### src/shared/llps_defines.svh
`ifndef LLPS_DEFINES_SVH
`define LLPS_DEFINES_SVH

// register word offsets (byte addresses)
`define LLPS_OFF_LADDER 4'h0
`define LLPS_OFF_CONTROL 4'h4
`define LLPS_OFF_REFCTL 4'h8
`define LLPS_OFF_CONTRAST 4'hC
`define LLPS_OFF_STATUS 5'h10
`define LLPS_OFF_PINDIR 5'h14

// ladder_power_control fields
`define LLPS_AP_MSB 7
`define LLPS_AP_LSB 6
`define LLPS_BP_MSB 5
`define LLPS_BP_LSB 4
`define LLPS_AT_MSB 2
`define LLPS_AT_LSB 0
`define LLPS_LADDER_RST 8'h00
`define LLPS_LADDER_MASK 8'hF7

// control register fields
`define LLPS_CTL_ACTIVE 0
`define LLPS_CTL_HALF 1
`define LLPS_CTL_WFT 2
`define LLPS_CTL_MUX_LSB 4
`define LLPS_CTL_MUX_MSB 5
`define LLPS_CTL_RST 8'h00

// bias source control fields
`define LLPS_REF_EN 7
`define LLPS_REF_FIXED 6
`define LLPS_REF_IDLE 5
`define LLPS_REF_PIN3 3
`define LLPS_REF_PIN1 1
`define LLPS_REF_RST 8'h00
`define LLPS_REF_MASK 8'hEE

`define LLPS_CST_RST 3'h0
`define LLPS_PINDIR_RST 4'hF

// 5-bit prescaler: 32 clocks per base period
`define LLPS_PRE_TOP 5'h1F
`define LLPS_HALF_TOP 5'h0F

`endif

### src/shared/llps_pkg.sv
package llps_pkg;
   typedef enum logic [1:0] {
      LLPS_PWR_OFF = 2'b00,
      LLPS_PWR_LOW = 2'b01,
      LLPS_PWR_MED = 2'b10,
      LLPS_PWR_HIGH = 2'b11
   } llps_pwr_t;
   typedef enum logic [0:0] {
      LLPS_ST_A = 1'b0,
      LLPS_ST_B = 1'b1
   } llps_phase_t;
endpackage : llps_pkg
### src/rtl/llps_sequencer.sv
// Local design decisions: the Wishbone register port and the placing of the registers.
`timescale 1ns/1ps
`include "llps_defines.svh"

// Summary of operation
// inactive module switches reference ladder off
// inactive module opens contrast ladder
// inactive module turns bias reference off
// half bias shorts middle ladder resistor
// interval A uses bits 7-6 power
// interval B uses bits 5-4 power
// bits 2-0 set A length; 0 always B
// type A period is 16 clocks
// type B period is 32 clocks
// A starts at segment transition
// prescaler count picks A or B
// idle gate with fixed source selected ties buffer to A state
// no reference selected disables contrast
// fixed reference enabled automatically when needed
// contrast tap picks one of eight
// common count selects active commons
// common pins ignore direction bits
// each bias pin independently controlled
// connect bit one links pin to bias
// restart count each transition, A below length
module llps_sequencer #(
   parameter int PRE_W = 5
) (
   // system
   input wire logic clk_i,
   input wire logic rst_i,
   // wishbone slave
   input wire logic wb_cyc_i,
   input wire logic wb_stb_i,
   input wire logic wb_we_i,
   input wire logic [7:0] wb_adr_i,
   input wire logic [3:0] wb_sel_i,
   input wire logic [31:0] wb_dat_i,
   output logic [31:0] wb_dat_o,
   output logic wb_ack_o,
   // 32 kHz tick pin
   input wire logic tick_32k_i,
   // ladder analog controls
   output logic [1:0] ladder_power_o,
   output logic ladder_short_mid_o,
   output logic phase_b_o,
   output logic contrast_on_o,
   output logic [2:0] contrast_tap_o,
   output logic ref_on_o,
   output logic ref_buffer_on_o,
   output logic fixed_source_on_o,
   output logic [3:1] bias_pin_connect_o,
   // common pins
   output logic [3:0] backplane_active_o,
   output logic [3:0] com_pin_dir_o
);

   // the phase compare assumes a 32-count prescaler
   if (PRE_W != 5)
   begin : g_bad_pre_w
      $error("prescaler must be 5 bits");
   end

   // ==========================================================
   // registers
   // ==========================================================
   logic [7:0] ladder_power_control_r;
   logic [7:0] control_r;
   logic [7:0] bias_source_control_r;
   logic [2:0] contrast_tap_select_r;
   logic [3:0] pin_direction_bits_r;
   logic [PRE_W-1:0] pre_cnt_r;
   logic phase_b_r;
   logic tick_meta_r;
   logic tick_sync_r;
   logic tick_old_r;

   function automatic logic lane_ok(input logic [7:0] adr, input logic [7:0] off);
      lane_ok = (adr == off);
   endfunction : lane_ok

   // ==========================================================
   // bus handshake
   // ==========================================================
   // ack drops for a cycle after each transfer, so a held strobe is taken again every second cycle
   logic wr;
   assign wr = wb_cyc_i && wb_stb_i && wb_we_i && !wb_ack_o && wb_sel_i[0];

   always_ff @(posedge clk_i)
   begin
      if (rst_i)
         wb_ack_o <= 1'b0;
      else
         wb_ack_o <= wb_cyc_i && wb_stb_i && !wb_ack_o;
   end

   always_ff @(posedge clk_i)
   begin
      if (rst_i)
         ladder_power_control_r <= `LLPS_LADDER_RST;
      else if (wr && lane_ok(wb_adr_i, 8'(`LLPS_OFF_LADDER)))
         ladder_power_control_r <= wb_dat_i[7:0] & `LLPS_LADDER_MASK;
   end

   // unused control bits are stored as zero so reads show them clear
   always_ff @(posedge clk_i)
   begin
      if (rst_i)
         control_r <= `LLPS_CTL_RST;
      else if (wr && lane_ok(wb_adr_i, 8'(`LLPS_OFF_CONTROL)))
         control_r <= {2'h0, wb_dat_i[5:4], 1'b0, wb_dat_i[2:0]};
   end

   // independent pin bits
   // each pin bit is a plain flop, so any subset may be connected
   always_ff @(posedge clk_i)
   begin
      if (rst_i)
         bias_source_control_r <= `LLPS_REF_RST;
      else if (wr && lane_ok(wb_adr_i, 8'(`LLPS_OFF_REFCTL)))
         bias_source_control_r <= wb_dat_i[7:0] & `LLPS_REF_MASK;
   end

   always_ff @(posedge clk_i)
   begin
      if (rst_i)
         contrast_tap_select_r <= `LLPS_CST_RST;
      else if (wr && lane_ok(wb_adr_i, 8'(`LLPS_OFF_CONTRAST)))
         contrast_tap_select_r <= wb_dat_i[2:0];
   end

   always_ff @(posedge clk_i)
   begin
      if (rst_i)
         pin_direction_bits_r <= `LLPS_PINDIR_RST;
      else if (wr && lane_ok(wb_adr_i, 8'(`LLPS_OFF_PINDIR)))
         pin_direction_bits_r <= wb_dat_i[3:0];
   end

   logic active;
   logic half_bias;
   logic waveform_type_select;
   logic [1:0] mux_sel;
   logic [2:0] a_len;
   assign active = control_r[`LLPS_CTL_ACTIVE];
   assign half_bias = control_r[`LLPS_CTL_HALF];
   assign waveform_type_select = control_r[`LLPS_CTL_WFT];
   assign mux_sel = control_r[`LLPS_CTL_MUX_MSB:`LLPS_CTL_MUX_LSB];
   assign a_len = ladder_power_control_r[`LLPS_AT_MSB:`LLPS_AT_LSB];

   always_ff @(posedge clk_i)
   begin
      if (rst_i)
         wb_dat_o <= 32'h0000_0000;
      else
      begin
         case (wb_adr_i)
            8'(`LLPS_OFF_LADDER): wb_dat_o <= {24'h0, ladder_power_control_r};
            8'(`LLPS_OFF_CONTROL): wb_dat_o <= {24'h0, control_r};
            8'(`LLPS_OFF_REFCTL): wb_dat_o <= {24'h0, bias_source_control_r};
            8'(`LLPS_OFF_CONTRAST): wb_dat_o <= {29'h0, contrast_tap_select_r};
            8'(`LLPS_OFF_STATUS): wb_dat_o <= {22'h0, ladder_power_o, 2'h0,
                                                 pre_cnt_r, phase_b_r};
            8'(`LLPS_OFF_PINDIR): wb_dat_o <= {28'h0, pin_direction_bits_r};
            default: wb_dat_o <= 32'h0000_0000;
         endcase
      end
   end

   // ==========================================================
   // 32 kHz tick and prescaler
   // ==========================================================
   // tick is asynchronous; only the second stage feeds the edge detect
   always_ff @(posedge clk_i)
   begin
      if (rst_i)
      begin
         tick_meta_r <= 1'b0;
         tick_sync_r <= 1'b0;
         tick_old_r <= 1'b0;
      end
      else
      begin
         tick_meta_r <= tick_32k_i;
         tick_sync_r <= tick_meta_r;
         tick_old_r <= tick_sync_r;
      end
   end

   logic tick;
   assign tick = tick_sync_r && !tick_old_r;

   // prescaler drives phase
   always_ff @(posedge clk_i)
   begin
      if (rst_i || !active)
         pre_cnt_r <= '0;
      else if (tick)
         pre_cnt_r <= pre_cnt_r + 5'h01;
   end

   // type A: 16-clock period (upper bit ignored), R9 type B: 32
   // the type A count wraps twice per prescaler turn
   logic [4:0] in_period;
   assign in_period = waveform_type_select ? pre_cnt_r : {1'b0, pre_cnt_r[3:0]};

   // A begins at the transition when the count wraps
   // count restarts each period, A while below length
   // zero length keeps state B
   logic phase_b_nxt;
   assign phase_b_nxt = !(in_period < {2'b00, a_len});

   always_ff @(posedge clk_i)
   begin
      if (rst_i)
         phase_b_r <= 1'b1;
      else
         phase_b_r <= phase_b_nxt;
   end

   // ==========================================================
   // ladder outputs
   // ==========================================================
   // both power fields share one encoding
   function automatic llps_pkg::llps_pwr_t pwr_of(input logic [1:0] field);
      pwr_of = llps_pkg::llps_pwr_t'(field);
   endfunction : pwr_of

   llps_pkg::llps_pwr_t pwr_nxt;
   always_comb
   begin
      // interval A field, R6 interval B field
      if (phase_b_nxt)
         pwr_nxt = pwr_of(ladder_power_control_r[`LLPS_BP_MSB:`LLPS_BP_LSB]);
      else
         pwr_nxt = pwr_of(ladder_power_control_r[`LLPS_AP_MSB:`LLPS_AP_LSB]);
      // inactive forces ladder off
      if (!active)
         pwr_nxt = llps_pkg::LLPS_PWR_OFF;
   end

   logic ref_sel;
   logic ref_fixed;
   logic ref_idle;
   assign ref_sel = bias_source_control_r[`LLPS_REF_EN];
   assign ref_fixed = bias_source_control_r[`LLPS_REF_FIXED];
   assign ref_idle = bias_source_control_r[`LLPS_REF_IDLE];

   always_ff @(posedge clk_i)
   begin
      if (rst_i)
         ladder_power_o <= 2'h0;
      else
         ladder_power_o <= pwr_nxt;
   end

   // half bias short
   always_ff @(posedge clk_i)
   begin
      if (rst_i)
         ladder_short_mid_o <= 1'b0;
      else
         ladder_short_mid_o <= half_bias;
   end

   // phase flag leaves with the power level it chose
   always_ff @(posedge clk_i)
   begin
      if (rst_i)
         phase_b_o <= 1'b1;
      else
         phase_b_o <= phase_b_nxt;
   end

   // ==========================================================
   // reference and contrast
   // ==========================================================
   // contrast open when inactive, R13 no reference disables it
   always_ff @(posedge clk_i)
   begin
      if (rst_i)
         contrast_on_o <= 1'b0;
      else
         contrast_on_o <= active && ref_sel;
   end

   // tap select
   // tap keeps its value while inactive; the open ladder makes it moot
   always_ff @(posedge clk_i)
   begin
      if (rst_i)
         contrast_tap_o <= 3'h0;
      else
         contrast_tap_o <= contrast_tap_select_r;
   end

   // reference off when inactive
   always_ff @(posedge clk_i)
   begin
      if (rst_i)
         ref_on_o <= 1'b0;
      else
         ref_on_o <= active && ref_sel;
   end

   // buffer follows A state when idle gate and fixed source bits are both set
   // gating only saves power when the fixed source feeds the reference
   always_ff @(posedge clk_i)
   begin
      if (rst_i)
         ref_buffer_on_o <= 1'b0;
      else
         ref_buffer_on_o <= active && ref_sel && (!ref_fixed || !ref_idle || !phase_b_nxt);
   end

   // fixed source on automatically
   // software never starts the fixed source itself
   always_ff @(posedge clk_i)
   begin
      if (rst_i)
         fixed_source_on_o <= 1'b0;
      else
         fixed_source_on_o <= active && ref_sel && ref_fixed;
   end

   // ==========================================================
   // bias pins
   // ==========================================================
   // connect bits
   always_ff @(posedge clk_i)
   begin
      if (rst_i)
         bias_pin_connect_o <= 3'h0;
      else
         bias_pin_connect_o <= bias_source_control_r[`LLPS_REF_PIN3:`LLPS_REF_PIN1];
   end

   // ==========================================================
   // commons
   // ==========================================================
   function automatic logic [3:0] com_mask(input logic [1:0] sel);
      case (sel)
         2'h0: com_mask = 4'h1;
         2'h1: com_mask = 4'h3;
         2'h2: com_mask = 4'h7;
         default: com_mask = 4'hF;
      endcase
   endfunction : com_mask

   // common count decode
   always_ff @(posedge clk_i)
   begin
      if (rst_i)
         backplane_active_o <= 4'h0;
      else
         backplane_active_o <= active ? com_mask(mux_sel) : 4'h0;
   end

   // common drive overrides direction (0 = output)
   // pins outside the common set keep the software direction
   always_ff @(posedge clk_i)
   begin
      if (rst_i)
         com_pin_dir_o <= `LLPS_PINDIR_RST;
      else
         com_pin_dir_o <= pin_direction_bits_r & ~(active ? com_mask(mux_sel) : 4'h0);
   end

   logic unused;
   assign unused = ^{wb_sel_i[3:1], wb_dat_i[31:8]};

endmodule : llps_sequencer

### config.mk
export PLATFORM = sky130hd
export DESIGN_NAME = llps_sequencer
export DESIGN_NICKNAME = d
export VERILOG_FILES = /design/src/shared/llps_pkg.sv /design/src/rtl/llps_sequencer.sv
export VERILOG_INCLUDE_DIRS = /design/src /design/src/shared
export SDC_FILE = /design/constraint.sdc
export NUM_CORES = 1
export LEC_CHECK = 0
export BUFFER_PORTS_ARGS = -buffer_cell sky130_fd_sc_hd__buf_2
export CAP_MARGIN = 10
export CORE_MARGIN = 4
export CORE_UTILIZATION = 52
export DETAILED_ROUTE_END_ITERATION = 6
export PLACE_DENSITY = 0.84
export SETUP_SLACK_MARGIN = 0.5
export SLEW_MARGIN = 20
export SYNTH_ARGS = -nofsm -noshare
export SYNTH_HDL_FRONTEND = slang
export SYNTH_SLANG_ARGS = --single-unit
### constraint.sdc
create_clock -name clk_i -period 4.3 [get_ports clk_i]
set_input_delay 0.645 -clock clk_i [delete_from_list [all_inputs] [get_ports clk_i]]
set_output_delay 0.645 -clock clk_i [all_outputs]
set_load 0.05 [all_outputs]
==> impl_metrics.py <==
metrics = {
    "sta": {
        "fin_ws_ns": 2.030,
        "clock.fmax_ghz": 0.4405,
        "post-route-period-util": 0.5280,
        "hold_viol_final": 0,
        "period_needed_ns": 2.270,
        "worst-slew-pin-transition_ns": 0.8104,
        "grt_setup_unrepaired": "false",
        "tns_ns": 0,
        "slew_violations": 0,
        "setup_viol": 0,
        "finalClockSkew_ns": 0.01041,
        "relSlewSlack": 0.4557,
    },
    "route": {
        "wl_um": 6047,
        "drt_iter0_drc": 161,
        "ant_nets": 0,
        "first_pass_iters": 4,
        "vias": 2174,
        "drt-vias-per-instance": 5.176,
        "routedWlPerCell_um": 14.40,
        "route.detailed.drc": 0,
    },
    "global_route": {
        "grt_pass1_wl_um": 9528,
        "antenna_found_initial": 0,
        "grt_pass1_vias": 1972,
        "grt_max_degree": 42,
        "grt_usage": 0.1980,
        "overflow": 0,
    },
    "synthesis": {
        "synth_area_leader_cell": "dfxtp_1",
        "synthFlopType": "dfxtp_1",
        "syn_avg_cell_area_um2": 9.338,
        "synth_cells": 296,
        "synth-async-reset-ratio": 0,
        "ys_warn_count": 0,
        "syn-cell-area_mm2": 0.002764,
        "synth_cell_type_count": 51,
        "synth-edff-count": 0,
        "ys_seq_area_frac": 0.4708,
        "synthTopCellsByArea": "dfxtp_1, buf_4, mux2i_1",
        "yosys_register_bits": 65,
        "netlist.area_leader.share": 0.4708,
    },
    "clocking": {
        "hold_buffers": 0,
        "cts_setup_buffers": 0,
        "cts_buffers": 9,
        "cts_resized": 0,
        "htreeDepth": 3,
        "cts_tree": "yes",
        "clk_latency_ns": 0.35,
        "clockBufferDepth": 2,
        "clk_pin_slew_ns": 0.07,
        "cts_root_buf": "clkbuf_8",
        "cts_sinks": 65,
    },
    "status": {
        "outcome": "completed",
    },
    "setup_path": {
        "cp-end-kind": "flop",
        "critPathRequiredTime_ns": 4.54,
        "worstPathMaxFanout": 15,
        "worstSetupStartpointType": "input pin",
        "r2r-start": "wb_ack_o$_SDFF_PP0_",
        "critical_path_arrival_ns": 2.51,
        "path_class": "input pin to flop",
        "cp-startpoint": "wb_adr_i[5]",
    },
    "cells_and_area": {
        "num_antenna_cells": 0,
        "multi_input_area_mm2": 0.001266,
        "fin_util": 0.6147,
        "seqCellArea_mm2": 0.001301,
        "nNetsFinal": 398,
        "final_cells": 420,
        "fillCellCount": 467,
        "drive_gt1_frac": 0.2457,
        "syn_to_final_growth_pct": 14.31,
    },
    "place": {
        "dp_cells": 404,
        "hpwl_um": 4425,
        "io_buffers": 55,
        "pre_cts_ws_ns": 1.679,
        "gp_congestion": 0.9002,
    },
    "pwr": {
        "ir_worst_vdd_uv": 275.5,
        "p_per_area_mw_per_mm2": 387.7,
        "power_leakage_nw": 1.335,
    },
    "floorplanning": {
        "num_io_pins": 105,
        "core_area_mm2": 0.005140,
        "die_width_um": 80.91,
        "row_count": 26,
        "start_util": 0.5377,
        "die_area_mm2": 0.006546,
        "dieHeight_um": 80.91,
    },
    "worst_hold_path": {
        "hold_class": "flop to flop",
        "holdCritStartpoint": "tick_meta_r$_SDFF_PP0_",
    },
    "job": {
        "cap_violations": 0,
    },
}
-- cells in the final DEF, fill, tap and decap left out, types with 3 or more instances in the layout --
master / count
nor2b_1: 17
ha_1: 3
inv_1: 5
a21o_1: 6
o21ai_1: 7
nor3_1: 8
or2_2: 3
nor2_1: 25
o21ai_2: 3
buf_2: 55
nand2b_1: 5
dfxtp_1: 65
xor2_1: 3
nand2_1: 13
a21oi_1: 16
o21ai_0: 9
mux2_2: 3
o22ai_1: 3
clkbuf_8: 11
mux2i_1: 14
nand3_1: 17
conb_1: 22
-- flip-flops by register name, summed over array words and instances, names as in the netlist, 4 cells and up --
register,count
wb_dat_o,10
bias_source_control_r,6
com_pin_dir_o,4
backplane_active_o,4
control_r,5
pre_cnt_r,5
pin_direction_bits_r,4
ladder_power_control_r,7
-- worst paths after layout --
| path | depth (start not counted) | slack (ns) | endpoint |
|---|---|---|---|
| worst min register to register | 1 | 0.45 | tick_sync_r$_SDFF_PP0_ |
| worst max-delay path | 5 | 2.03 | bias_source_control_r[3]$_SDFFE_PP0P_ |
| worst max register to register | 4 | 2.30 | bias_source_control_r[3]$_SDFFE_PP0P_ |
| worst min-delay path | 1 | 0.45 | tick_sync_r$_SDFF_PP0_ |
-- metrics by stage --
| stage | instance area, µm² | total power [mW] | hold slack, ns |
|---|---|---|---|
| 6_report | 3159 | 1.225 | 0.4461 |
| 3_3_place_gp | 2953 | 0.7149 | 0.4193 |
| 2_1_floorplan | 2843 | 0.7106 | 0.4138 |
| 4_1_cts | 3159 | 1.236 | 0.4483 |
| 3_5_place_dp | 2953 | 0.7160 | 0.4356 |
| 5_1_grt | 3159 | 1.276 | 0.4690 |
-- layer usage --
layer	vias to the layer above	routed length [µm]	share of wire	GRT usage
li1	1073	-	-	-
met1	987	2536	0.42	0.2448
met2	100	2856	0.47	0.2980
met3	14	547	0.090	0.08980
met4	0	106	0.018	0.08277
met5	-	0	0	0
-- where the power goes --
group | internal, mW | switching (mW)
clock | 0.299 | 0.222
combinational | 0.0200 | 0.0798
sequential | 0.604 | 0.000601
-- cells by family after synthesis --
logic type	after synthesis	share of synthesized area
flip-flops	65	0.4708
XOR/XNOR	4	0.01268
adder cells (fa/ha/maj)	3	0.01358
multiplexers	17	0.06292
AND/OR/NAND/NOR	111	0.2286
buffers and inverters	44	0.09959
AO/OA/AOI/OAI	51	0.1105
other	1	0.001357
-- cell usage after synthesis (3+ instances only) --
cell type  count
o21ai_2        3
nor2_1        25
nor3_1         8
a21oi_1       16
xor2_1         3
o21ai_0        9
nand2_1       13
nand3_1       17
nand2b_1       5
clkbuf_1      10
o22ai_1        3
dfxtp_1       65
ha_1           3
mux2_2         3
o21ai_1        7
mux2i_1       14
nor2b_1       17
inv_1          5
or2_2          3
buf_4         24
a21o_1         6
-- worst max-delay path: stages --
cell and delay, ns:
buf_2 0.10, or3_4 0.41, nor4_4 0.76, nand2_1 0.26, mux2_2 0.33
-- layout make-up --
cell class | instances | share of cell area
clock buffers | 12 | 0.04911
clock inverters | 4 | 0.01624
inverters | 6 | 0.007129
multi-input cells | 208 | 0.4008
flip-flops and latches | 65 | 0.4119
well taps | 70 | 0.02772
repair buffers | 55 | 0.08713
Note: power is estimated with default switching activity, not from simulation.
